File: src/hdl/fdcr_params.svh
// Operation
// - tape select register at index 03h is read/write but drives nothing inside.
// - tape select bits 1-0 pick none or drive 1 to 3; bits 7-2 undefined.
// - read-only main status register at index 04h reports controller status.
// - status bit 7 is 0 while busy, 1 when host may transfer data.
// - status bit 6 gives direction once ready: 0 host writes, 1 host reads.
// - status bit 5 is 1 in non-DMA mode, 0 in DMA mode.
// - status bit 4 is 1 while a command runs, 0 after result phase end.
// - status bit 1 is 1 while drive B is seeking.
// - status bit 0 is 1 while drive A is seeking.
// - write-only rate register at index 04h sets rate, precomp, power down, reset.
// - active data rate follows whichever of rate or diskette control was last written.
// - software reset leaves the rate register unchanged.
// - hardware reset loads the rate register with 02h: default precomp, 250 Kbps.
// - rate register bit 7 resets the controller like the output reset bit, self-clearing.
// - rate register bit 6 stops clocks until software reset, data or status access.
// - bits 4-2 pick precomp delay; 111 none, 001-110 steps, 000 rate default.
// - precomp starts at track 0 by default; controller_config_command command may change it.
// - bits 1-0 pick 500K, 300K, 250K or 1M; data separator clock follows.
// - the output register reset never alters rate, diskette control or output registers.
//
// Header of register indices, field positions, reset values and timing figures.
// Assumes a byte-wide register file on a 32-bit Wishbone bus, one word per index.
`ifndef FDCR_PARAMS_SVH
`define FDCR_PARAMS_SVH

// ----------------------------------------------------------------
// register indices (byte address is four times the index)
// ----------------------------------------------------------------
`define FDCR_IDX_OUTPUT_CTRL   3'h2
`define FDCR_IDX_TAPE_SELECT   3'h3
`define FDCR_IDX_STATUS_RATE   3'h4
`define FDCR_IDX_DATA          3'h5
`define FDCR_IDX_RATE_CTRL     3'h7

// ----------------------------------------------------------------
// fields and reset values
// ----------------------------------------------------------------
`define FDCR_RATE_RESET        8'h02
`define FDCR_OUTCTRL_RESET     8'h00
`define FDCR_OUTCTRL_MASK      8'h3D
`define FDCR_TAPE_MASK         8'h03
`define FDCR_RATE_SWRST_BIT    7
`define FDCR_RATE_PDOWN_BIT    6
`define FDCR_OUTCTRL_RSTN_BIT  2
`define FDCR_PRECOMP_NONE      3'h7
`define FDCR_PRECOMP_DEFAULT   3'h0
`define FDCR_PRECOMP_TRACK0    8'h00

// ----------------------------------------------------------------
// precompensation delays in picoseconds
// ----------------------------------------------------------------
`define FDCR_PRECOMP_PS_0      18'd0
`define FDCR_PRECOMP_PS_1      18'd41700
`define FDCR_PRECOMP_PS_2      18'd83300
`define FDCR_PRECOMP_PS_3      18'd125000
`define FDCR_PRECOMP_PS_4      18'd166700
`define FDCR_PRECOMP_PS_5      18'd208300
`define FDCR_PRECOMP_PS_6      18'd250000

`endif

File: src/hdl/fdcr_pkg.sv
// Types shared by the floppy status and rate register bank.
// Assumes the constants header is included where offsets are needed.
package fdcr_pkg;

	// ----------------------------------------------------------------
	// data rate encoding
	// ----------------------------------------------------------------
	typedef enum logic [1:0] {
		FDCR_RATE_500K = 2'h0,
		FDCR_RATE_300K = 2'h1,
		FDCR_RATE_250K = 2'h2,
		FDCR_RATE_1M   = 2'h3
	} fdcr_rate_t;

endpackage

File: src/hdl/fdcr_regs.sv
// Floppy controller tape select, main status and rate registers behind Wishbone.
// Assumes status inputs come from the command machine on clk_sys and that
// the data register itself lives elsewhere; only its accesses are seen here.
//
// Implementation choice: the Wishbone interface to the registers.
`timescale 1ns/1ps
`include "fdcr_params.svh"

module fdcr_regs #(
	parameter int ADR_W   = 8,
	parameter int TRACK_W = 8
) (
	input  wire logic               clk_sys,
	input  wire logic               sys_rst,
	// wishbone classic slave
	input  wire logic               wb_cyc_i,
	input  wire logic               wb_stb_i,
	input  wire logic               wb_we_i,
	input  wire logic [ADR_W-1:0]   wb_adr_i,
	input  wire logic [3:0]         wb_sel_i,
	input  wire logic [31:0]        wb_dat_i,
	output logic      [31:0]        wb_dat_o,
	output logic                    wb_ack_o,
	// controller state shown in main status
	input  wire logic               host_transfer_ready,
	input  wire logic               transfer_direction,
	input  wire logic               non_dma_flag,
	input  wire logic               command_busy,
	input  wire logic               drive_b_seeking,
	input  wire logic               drive_a_seeking,
	// controller_config_command command and current track
	input  wire logic               cfg_track_load,
	input  wire logic [TRACK_W-1:0] cfg_track_value,
	input  wire logic [TRACK_W-1:0] current_track,
	// controls toward the controller core
	output logic                    core_reset_r,
	output logic                    clocks_stopped_r,
	output logic      [1:0]         rate_field_r,
	output logic      [2:0]         precomp_code_r,
	output logic      [17:0]        precomp_delay_ps_r,
	output logic      [TRACK_W-1:0] precomp_start_track_r,
	output logic                    precomp_enable_r,
	output logic                    data_access_r
);

	// ----------------------------------------------------------------
	// elaboration checks
	// ----------------------------------------------------------------
	if (ADR_W < 5) begin : g_adr_check
		$error("fdcr_regs: ADR_W must be at least 5");
	end
	if (TRACK_W < 1 || TRACK_W > 16) begin : g_track_check
		$error("fdcr_regs: TRACK_W must be 1 to 16");
	end

	// ----------------------------------------------------------------
	// functions
	// ----------------------------------------------------------------
	// effective delay for a precomp code at a given rate
	function automatic logic [17:0] precomp_ps(input logic [2:0] code,
		input logic [1:0] rate);
		logic [17:0] ps;
		ps = `FDCR_PRECOMP_PS_0;
		unique case (code)
			3'h0: begin
				if (rate == fdcr_pkg::FDCR_RATE_1M) begin
					ps = `FDCR_PRECOMP_PS_1;
				end else begin
					ps = `FDCR_PRECOMP_PS_3;
				end
			end
			3'h1: ps = `FDCR_PRECOMP_PS_1;
			3'h2: ps = `FDCR_PRECOMP_PS_2;
			3'h3: ps = `FDCR_PRECOMP_PS_3;
			3'h4: ps = `FDCR_PRECOMP_PS_4;
			3'h5: ps = `FDCR_PRECOMP_PS_5;
			3'h6: ps = `FDCR_PRECOMP_PS_6;
			3'h7: ps = `FDCR_PRECOMP_PS_0;
		endcase
		return ps;
	endfunction

	// word index hit, upper address bits must be zero
	function automatic logic idx_hit(input logic [ADR_W-1:0] adr, input logic [2:0] idx);
		return (adr[1:0] == 2'h0) && (adr[4:2] == idx) && ((adr >> 5) == '0);
	endfunction

	// ----------------------------------------------------------------
	// bus decode
	// ----------------------------------------------------------------
	logic req;
	logic wr;
	logic rd;
	logic lane0;
	logic hit_out;
	logic hit_tape;
	logic hit_sr;
	logic hit_data;
	logic hit_dcr;

	// a request is acted on in the cycle ack is being raised
	assign req      = wb_cyc_i & wb_stb_i & ~wb_ack_o;
	assign lane0    = wb_sel_i[0];
	assign wr       = req & wb_we_i & lane0;
	assign rd       = req & ~wb_we_i;
	assign hit_out  = idx_hit(wb_adr_i, `FDCR_IDX_OUTPUT_CTRL);
	assign hit_tape = idx_hit(wb_adr_i, `FDCR_IDX_TAPE_SELECT);
	assign hit_sr   = idx_hit(wb_adr_i, `FDCR_IDX_STATUS_RATE);
	assign hit_data = idx_hit(wb_adr_i, `FDCR_IDX_DATA);
	assign hit_dcr  = idx_hit(wb_adr_i, `FDCR_IDX_RATE_CTRL);

	// ----------------------------------------------------------------
	// stored registers
	// ----------------------------------------------------------------
	logic [7:0] outctrl_r;
	logic [1:0] tape_sel_r;
	logic [7:0] rate_sel_r;
	logic [1:0] rate_nxt;
	logic       sw_reset_r;
	logic [7:0] status_nxt;

	// output control: only the hardware reset touches it
	always_ff @(posedge clk_sys) begin
		if (sys_rst) begin
			outctrl_r <= `FDCR_OUTCTRL_RESET;
		end else if (wr && hit_out) begin
			outctrl_r <= wb_dat_i[7:0] & `FDCR_OUTCTRL_MASK;
		end
	end

	// tape select: stored for readback only, feeds no other logic
	always_ff @(posedge clk_sys) begin
		if (sys_rst) begin
			tape_sel_r <= 2'h0;
		end else if (wr && hit_tape) begin
			tape_sel_r <= wb_dat_i[1:0];
		end
	end

	// rate select: bit 7 is never stored, it becomes a one-cycle pulse
	always_ff @(posedge clk_sys) begin
		if (sys_rst) begin
			rate_sel_r <= `FDCR_RATE_RESET;
		end else if (wr && hit_sr) begin
			rate_sel_r <= {1'b0, wb_dat_i[6:0]};
		end
	end

	always_ff @(posedge clk_sys) begin
		if (sys_rst) begin
			sw_reset_r <= 1'b0;
		end else begin
			sw_reset_r <= wr & hit_sr & wb_dat_i[`FDCR_RATE_SWRST_BIT];
		end
	end

	// ----------------------------------------------------------------
	// active rate: last writer of either register wins
	// ----------------------------------------------------------------
	always_comb begin
		rate_nxt = rate_field_r;
		if (wr && hit_sr) begin
			rate_nxt = wb_dat_i[1:0];
		end else if (wr && hit_dcr) begin
			rate_nxt = wb_dat_i[1:0];
		end
	end

	// software reset deliberately absent here, so rate survives it
	always_ff @(posedge clk_sys) begin
		if (sys_rst) begin
			rate_field_r <= 2'(`FDCR_RATE_RESET);
		end else begin
			rate_field_r <= rate_nxt;
		end
	end

	// ----------------------------------------------------------------
	// precompensation
	// ----------------------------------------------------------------
	always_ff @(posedge clk_sys) begin
		if (sys_rst) begin
			precomp_code_r     <= `FDCR_PRECOMP_DEFAULT;
			precomp_delay_ps_r <= `FDCR_PRECOMP_PS_3;
		end else begin
			precomp_code_r     <= rate_sel_r[4:2];
			precomp_delay_ps_r <= precomp_ps(rate_sel_r[4:2], rate_field_r);
		end
	end

	always_ff @(posedge clk_sys) begin
		if (sys_rst) begin
			precomp_start_track_r <= TRACK_W'(`FDCR_PRECOMP_TRACK0);
		end else if (cfg_track_load) begin
			precomp_start_track_r <= cfg_track_value;
		end
	end

	// a zero delay code leaves precomp off regardless of track
	always_ff @(posedge clk_sys) begin
		if (sys_rst) begin
			precomp_enable_r <= 1'b0;
		end else begin
			precomp_enable_r <= (current_track >= precomp_start_track_r) &&
				(precomp_delay_ps_r != `FDCR_PRECOMP_PS_0);
		end
	end

	// ----------------------------------------------------------------
	// controller reset and power down
	// ----------------------------------------------------------------
	// hardware reset leaves the output reset bit low, so the core stays held
	always_ff @(posedge clk_sys) begin
		if (sys_rst) begin
			core_reset_r <= 1'b1;
		end else begin
			core_reset_r <= ~outctrl_r[`FDCR_OUTCTRL_RSTN_BIT] | sw_reset_r;
		end
	end

	// wake beats entry: a reset or access in the same write clears it
	always_ff @(posedge clk_sys) begin
		if (sys_rst) begin
			clocks_stopped_r <= 1'b0;
		end else if (sw_reset_r || core_reset_r || (req && hit_data) || (rd && hit_sr)) begin
			clocks_stopped_r <= 1'b0;
		end else if (wr && hit_sr && wb_dat_i[`FDCR_RATE_PDOWN_BIT] &&
			!wb_dat_i[`FDCR_RATE_SWRST_BIT]) begin
			clocks_stopped_r <= 1'b1;
		end
	end

	always_ff @(posedge clk_sys) begin
		if (sys_rst) begin
			data_access_r <= 1'b0;
		end else begin
			data_access_r <= req & hit_data;
		end
	end

	// ----------------------------------------------------------------
	// main status and read mux
	// ----------------------------------------------------------------
	// direction only meaningful while ready, so it is masked otherwise
	assign status_nxt = {host_transfer_ready,
		host_transfer_ready & transfer_direction,
		non_dma_flag,
		command_busy,
		2'h0,
		drive_b_seeking,
		drive_a_seeking};

	always_ff @(posedge clk_sys) begin
		if (sys_rst) begin
			wb_ack_o <= 1'b0;
		end else begin
			wb_ack_o <= req;
		end
	end

	// write-only and unmapped words read as zero
	always_ff @(posedge clk_sys) begin
		if (sys_rst) begin
			wb_dat_o <= 32'h0000_0000;
		end else if (rd) begin
			if (hit_sr) begin
				wb_dat_o <= {24'h00_0000, status_nxt};
			end else if (hit_tape) begin
				wb_dat_o <= {30'h0000_0000, tape_sel_r};
			end else if (hit_out) begin
				wb_dat_o <= {24'h00_0000, outctrl_r};
			end else begin
				wb_dat_o <= 32'h0000_0000;
			end
		end else begin
			wb_dat_o <= 32'h0000_0000;
		end
	end

endmodule

File: config.mk
export PLATFORM = sky130hd
export DESIGN_NAME = fdcr_regs
export DESIGN_NICKNAME = d
export VERILOG_FILES = /design/src/hdl/fdcr_pkg.sv /design/src/hdl/fdcr_regs.sv
export VERILOG_INCLUDE_DIRS = /design/src /design/src/hdl
export SDC_FILE = /design/constraint.sdc
export NUM_CORES = 1
export LEC_CHECK = 0
export ABC_AREA = 1
export BUFFER_PORTS_ARGS = -buffer_cell sky130_fd_sc_hd__buf_2
export CAP_MARGIN = 30
export CORE_MARGIN = 4
export CORE_UTILIZATION = 44
export DETAILED_ROUTE_END_ITERATION = 6
export PLACE_DENSITY_LB_ADDON = 0.08
export SLEW_MARGIN = 20
export SYNTH_ARGS = -nofsm -noshare
export SYNTH_HDL_FRONTEND = slang
export SYNTH_SLANG_ARGS = --single-unit
File: constraint.sdc
create_clock -name clk_sys -period 1.25 [get_ports clk_sys]
set_input_delay 0.125 -clock clk_sys [delete_from_list [all_inputs] [get_ports clk_sys]]
set_output_delay 0.125 -clock clk_sys [all_outputs]
set_load 0.03 [all_outputs]
==> key figures, run 1 <==
Outcome
  – Outcome: complete, no violations

CTS
  – Clock Latency Late Sink: 0.30 ns
  – Sink Count: 50
  – Clock root cell: clkbuf_8
  – CTS Buf Count: 5
  – Clock buffer depth: 2
  – H-tree depth: 2
  – CTS tree: done
  – Clk pin slew, worst setup/hold paths: 0.09 ns

Floorplanning
  – Core Box Area: 0.00547 mm²
  – IO Pins: 140
  – Site Rows: 27
  – Die ar.: 0.00688 mm²
  – Die Width: 83.0 µm
  – Die height: 83.0 µm
  – Initial core utilization: 0.452

Global routing
  – Initial antenna violation count: 0
  – Number of global-route vias before repair: 1998
  – First-pass GRT wire length: 8.94 mm
  – Largest net degree at the start of global routing: 17
  – Tot GR Track Use: 0.154
  – Gr ovfl total: 0

Route
  – Vias per cell: 4.42
  – Drt wl/cell: 10.7 µm
  – Top Metal Used: met4
  – Final ANT Viol Nets: 0
  – Final WL: 5.32 mm
  – Met3 wire length: 311 µm
  – DRT iter0 DRCs: 50
  – Met2 wire length: 2.64 mm
  – First-pass iteration count of the detailed router: 4
  – DR vias: 2203
  – M1 wire length: 2.26 mm
  – Residual DRC: 0

Setup path
  – CP startpoint kind: flip-flop
  – Critical Path AT: 1.42 ns
  – Required @ worst endpoint: 1.44 ns
  – Crit path kind: flip-flop to flip-flop
  – Critical Path End Type: flip-flop
  – Worst Path Max Fanout: 7

Logic synthesis
  – Synth warnings: 0
  – Library cells used by synthesis: 32
  – Flops & latches, synth: 50
  – Seq/Total Area, Yosys: 0.405
  – Asr flop ratio synth: 0
  – Mean Syn Cell Area: 7.56 µm²
  – Synth Cell Area: 0.00247 mm²
  – EDFF count, synth: 0
  – Cells after Synth: 327
  – Main flop type after synthesis: dfxtp_1

Run
  – Max_cap viols: 0

Layout
  – Diode count: 0
  – Fin util: 0.585
  – Most frequent cells in the layout: buf_2, nor2_1, nand2_1, dfxtp_1, inv_1
  – Area growth syn-to-layout: 29.5%
  – Nets: 505
  – Final Cell Area: 0.00320 mm²
  – Post-route insts no fill: 498
  – Layout cells sized above 1: 0.397
  – Most common cell after layout, fill and taps aside: buf_2

STA
  – Worst setup margin: 0.0211 ns
  – Hold Fails Final Rpt: 0
  – Pins Over Slew Limit: 0
  – Min Tclk post-route: 1.23 ns
  – Final period utilization: 0.983
  – Max Clk Rate: 0.814 GHz
  – Max Clock Skew: 0.00718 ns
  – Final setup fails: 0
  – RSZ-0062 raised after global routing: yes

Place
  – Placed Instances: 485
  – Port Buffers: 86
  – Dpl hpwl: 4.13 mm
  – GPL Wtd Cong: 0.851
  – Placed cell area: 0.00292 mm²
  – DP Worst Slack: 0.0144 ns

Power and ir drop
  – Worst IR Drop VDD: 525 µV
  – Cell Pwr Density: 964 mW/mm²
  – LEAKAGE: 0.00162 µW

Worst hold path
  – Hold Crit Class: primary input to flip-flop
area by class of cell:
cell class	count	area (µm²)
clock buffer	5	68.8
clock inverter	3	18.8
fill	544	2270
inverter	46	173
multi-input combinational	221	1280
sequential	50	1010
tap	72	90.1
timing repair buffer	101	559
cells in the mapped netlist, drive strengths merged (3+ instances only):
library cell | number | area, µm²
a21oi | 19 | 95.1
buf | 33 | 246
dfxtp | 50 | 1000
ha | 8 | 100
inv | 45 | 169
nand2 | 57 | 226
nand3 | 22 | 150
nand4 | 3 | 18.8
nor2 | 61 | 290
nor3 | 4 | 31.3
o21ai | 12 | 60.1
worst max-delay path, cell delays in order (launching register included):
cell	delay, ns
dfxtp_2	0.33
inv_2	0.06
nand3_4	0.09
buf_12	0.14
nor2_8	0.19
buf_6	0.14
nand3b_1	0.08
nand2_1	0.06
nor2_1	0.04
state kept, by name (all words and copies together) (netlist names):
name                   cells
data_access_r              1
sw_reset_r                 1
precomp_delay_ps_r        13
rate_field_r               2
outctrl_r                  5
core_reset_r               1
precomp_code_r             3
precomp_enable_r           1
wb_ack_o                   1
clocks_stopped_r           1
wb_dat_o                   8
rate_sel_r                 3
tape_sel_r                 2
precomp_start_track_r      8
per-layer routing:
metal | global-route usage | up-vias
met5 | 0 | -
met4 | 0.0475 | 0
met3 | 0.0347 | 11
met2 | 0.265 | 64
met1 | 0.190 | 972
li1 | - | 1156
report_power, final:
group          total, µW  internal (µW)  switching [µW]
Combinational        538            182             356
Clock                920            395             526
Sequential          1630           1620            12.7
per-stage QoR:
stage               setup TNS [ns]  hold slack (ns)  power, µW
floorplan                        0            0.209       2040
global placement                 0            0.354       2120
detailed placement               0            0.359       2130
CTS                              0           0.0431       3070
global route                 -1.06           0.0488       3270
finish                           0           0.0496       3090
worst paths after layout:
check,startpoint,slack (ns),to,cells after the start
worst min register to register,outctrl_r[2],0.39,core_reset_r,1
worst max register to register,wb_ack_o,0.02,tape_sel_r[1],8
worst max-delay path,wb_ack_o,0.02,tape_sel_r[1],8
worst min-delay path,wb_dat_i[5],0.05,outctrl_r[5],3
timing repair:
action                                  in CTS  in global routing
setup buffers                                2                  3
resized for setup                            3                 29
endpoints found under the hold margin        0                  0
pin swaps                                    2                 16
endpoints found under the setup margin       2                 17
hold buffers                                 0                  0
cell families after synthesis:
kind of cell | Yosys count | share of synthesized area
AOI/OAI and AO/OA | 34 | 0.0719
adders and majority gates | 8 | 0.0405
buffers and inverters | 81 | 0.173
DFF | 50 | 0.405
other | 1 | 0.00152
and+or+nand+nor | 153 | 0.309
(Power assumes the default switching activity.)
==> run 2: changes to the inputs <==
==> constraint.sdc (replaced) <==
create_clock -name clk_sys -period 1.25 [get_ports clk_sys]
set_input_delay 0.125 -clock clk_sys [delete_from_list [all_inputs] [get_ports clk_sys]]
set_output_delay 0.125 -clock clk_sys [all_outputs]
set_load 0.01 [all_outputs]
==> run 2 against run 1 <==
Clock skew is 0.00051 ns higher. Flip-flop and latch count stayed put. Non-clock buffer count is 2 lower. Combinational power is 26% lower. Critical path type unchanged.
==> key figures, run 2 (synthesized netlist as in run 1, its figures left out) <==
STA
  – Setup TNS: 0 ns (unchanged)
  – Min Tclk post-route: 1.18 ns (was 1.23 ns)
  – Pins Over Slew Limit: 0 (unchanged)
  – Final period utilization: 0.942 (was 0.983)
  – Worst setup margin: 0.0730 ns (was 0.0211 ns)
  – Hold_ws: 0.0394 ns (was 0.0496 ns)
  – Hold Fails Final Rpt: 0 (unchanged)
  – Final setup fails: 0 (unchanged)
  – Max Clk Rate: 0.850 GHz (was 0.814 GHz)
  – Max Clock Skew: 0.00769 ns (was 0.00718 ns)
  – RSZ-0062 raised after global routing: yes (unchanged)

Route
  – Residual DRC: 0 (unchanged)
  – DRT iter0 DRCs: 43 (was 50)
  – DR vias: 2163 (was 2203)
  – Vias per cell: 4.36 (was 4.42)
  – Drt wl/cell: 10.5 µm (was 10.7 µm)
  – Final ANT Viol Nets: 0 (unchanged)
  – First-pass iteration count of the detailed router: 4 (unchanged)
  – Final WL: 5.21 mm (was 5.32 mm)

Power and ir drop
  – Worst IR Drop VDD: 610 µV (was 525 µV)
  – P_sw: 825 µW (was 894 µW)
  – Cell Pwr Density: 962 mW/mm² (was 964 mW/mm²)
  – Total chip power: 3020 µW (was 3090 µW)
  – Pint: 2190 µW (about the same)
  – Sequential share of power: 0.540 (was 0.528)
  – Clk network pwr share: 0.328 (was 0.298)
  – Combinational share of power: 0.132 (was 0.174)
  – LEAKAGE: 0.00161 µW (was 0.00162 µW)
  – Sw frac: 0.273 (was 0.290)

Place
  – GPL Wtd Cong: 0.843 (was 0.851)
  – Dpl hpwl: 4.13 mm (about the same)
  – Port Buffers: 86 (unchanged)
  – Placed cell area: 0.00292 mm² (about the same)
  – DP Worst Slack: 0.0127 ns (was 0.0144 ns)

Floorplanning
  – Die ar.: 0.00688 mm² (unchanged)
  – Die height: 83.0 µm (unchanged)
  – Die Width: 83.0 µm (unchanged)
  – Core Box Area: 0.00547 mm² (unchanged)
  – Site Rows: 27 (unchanged)
  – Initial core utilization: 0.452 (unchanged)
  – IO Pins: 140 (unchanged)

Worst hold path
  – HP Start: wb_dat_i[5] (unchanged)
  – Hold Crit Class: primary input to flip-flop (unchanged)
  – WHS Endpoint: outctrl_r[5] (unchanged)
  – Hold Crit Depth: 3 (unchanged)

Layout
  – Max reg flops: 13 (unchanged)
  – Biggest register: precomp_delay_ps_r (unchanged)
  – Top flop regs: precomp_delay_ps_r: 13 flops, precomp_start_track_r: 8 flops, wb_dat_o: 8 flops (unchanged)
  – Most frequent cells in the layout: buf_2, nand2_1, nor2_1, dfxtp_1, inv_1 (was buf_2, nor2_1, nand2_1, dfxtp_1, inv_1)
  – Most common cell after layout, fill and taps aside: buf_2 (unchanged)
  – Final Cell Area: 0.00314 mm² (was 0.00320 mm²)
  – Layout cells sized above 1: 0.361 (was 0.397)
  – Diode count: 0 (unchanged)
  – Area growth syn-to-layout: 26.9% (was 29.5%)
  – Nets: 503 (was 505)

Global routing
  – First-pass GRT wire length: 8.76 mm (was 8.94 mm)
  – Initial antenna violation count: 0 (unchanged)
  – Tot GR Track Use: 0.151 (was 0.154)
  – Largest net degree at the start of global routing: 20 (was 17)
  – Number of global-route vias before repair: 2062 (was 1998)
  – Gr ovfl total: 0 (unchanged)

CTS
  – CTS tree: done (unchanged)
  – Clock root cell: clkbuf_8 (unchanged)
  – Clock Latency Late Sink: 0.30 ns (about the same)
  – H-tree depth: 2 (unchanged)
  – CTS Buf Count: 5 (unchanged)
  – Sink Count: 50 (unchanged)
  – Clock buffer depth: 2 (unchanged)
  – Clk pin slew, worst setup/hold paths: 0.10 ns (was 0.09 ns)

Setup path
  – R2R Setup Slk: 0.07 ns (was 0.02 ns)
  – Worst Path Max Fanout: 4 (was 7)
  – Critical Path AT: 1.43 ns (was 1.42 ns)
  – Required @ worst endpoint: 1.51 ns (was 1.44 ns)
  – Crit path kind: flip-flop to flip-flop (unchanged)
  – Worst r2r dst: wb_dat_o[0] (was tape_sel_r[1])
  – Critical Path End Type: flip-flop (unchanged)
  – CP startpoint kind: flip-flop (unchanged)
  – Cells on worst reg2reg path: 8 (unchanged)
  – Critical R2R Launch: wb_ack_o (unchanged)

Run
  – Max_cap viols: 0 (unchanged)

Outcome
  – Outcome: complete, no violations (unchanged)
run 2: what timing repair did:
item | in CTS | in global routing
buffers inserted | 1 | 1
endpoints found under the setup margin | 2 | 10
pin swaps | 3 | 9
resized for setup | 3 | 19
hold buffers | 0 | 0
run 2: power by group through the flow:
| stage | clock (µW) | sequential, µW | combinational (µW) |
|---|---|---|---|
| finish | 989 | 1630 | 399 |
| global route | 1100 | 1630 | 452 |
| CTS | 1030 | 1630 | 364 |
| detailed placement | 0 | 1660 | 360 |
| global placement | 0 | 1660 | 354 |
| floorplan | 0 | 1670 | 261 |
run 2: critical path: stages (launching register included):
cell and delay, ns:
dfxtp_2 0.33, inv_2 0.06, nand3_4 0.11, nor3_4 0.29
buf_4 0.18, nand2_1 0.04, inv_1 0.04, nand2_1 0.04
inv_1 0.04
run 2: layer usage:
layer  vias to the layer above  GRT usage  wire (µm)
met4                         0     0.0490         78
met5                         -          0          0
met3                         6     0.0397        327
li1                       1156          -          -
met1                       943      0.172       2230
met2                        58      0.272       2580
run 2: through the flow:
stage          std cells  utilization
2_1_floorplan        352            -
3_3_place_gp         486        0.533
3_5_place_dp         486        0.533
4_1_cts              495        0.553
5_1_grt              496        0.573
6_report             496        0.573
run 2: worst max path at each step:
stage	from	slack [ns]	depth (start not counted)	endpoint
finish	wb_ack_o	0.07	8	wb_dat_o[0]
global route	wb_ack_o	-0.01	7	rate_sel_r[3]
CTS	wb_ack_o	-0.002	8	wb_dat_o[0]
detailed placement	wb_ack_o	0.01	5	wb_dat_o[5]
global placement	wb_ack_o	0.02	5	wb_dat_o[4]
floorplan	precomp_start_track_r[7]	0.04	7	precomp_enable_r
run 2: area by class of cell:
class / count / area (µm²)
repair buffers: 99 / 528
multi-input cells: 221 / 1240
flip-flops and latches: 50 / 1010
clock buffers: 5 / 68.8
inverters: 46 / 173
clock inverters: 3 / 28.8
well taps: 72 / 90.1
fillers: 554 / 2340
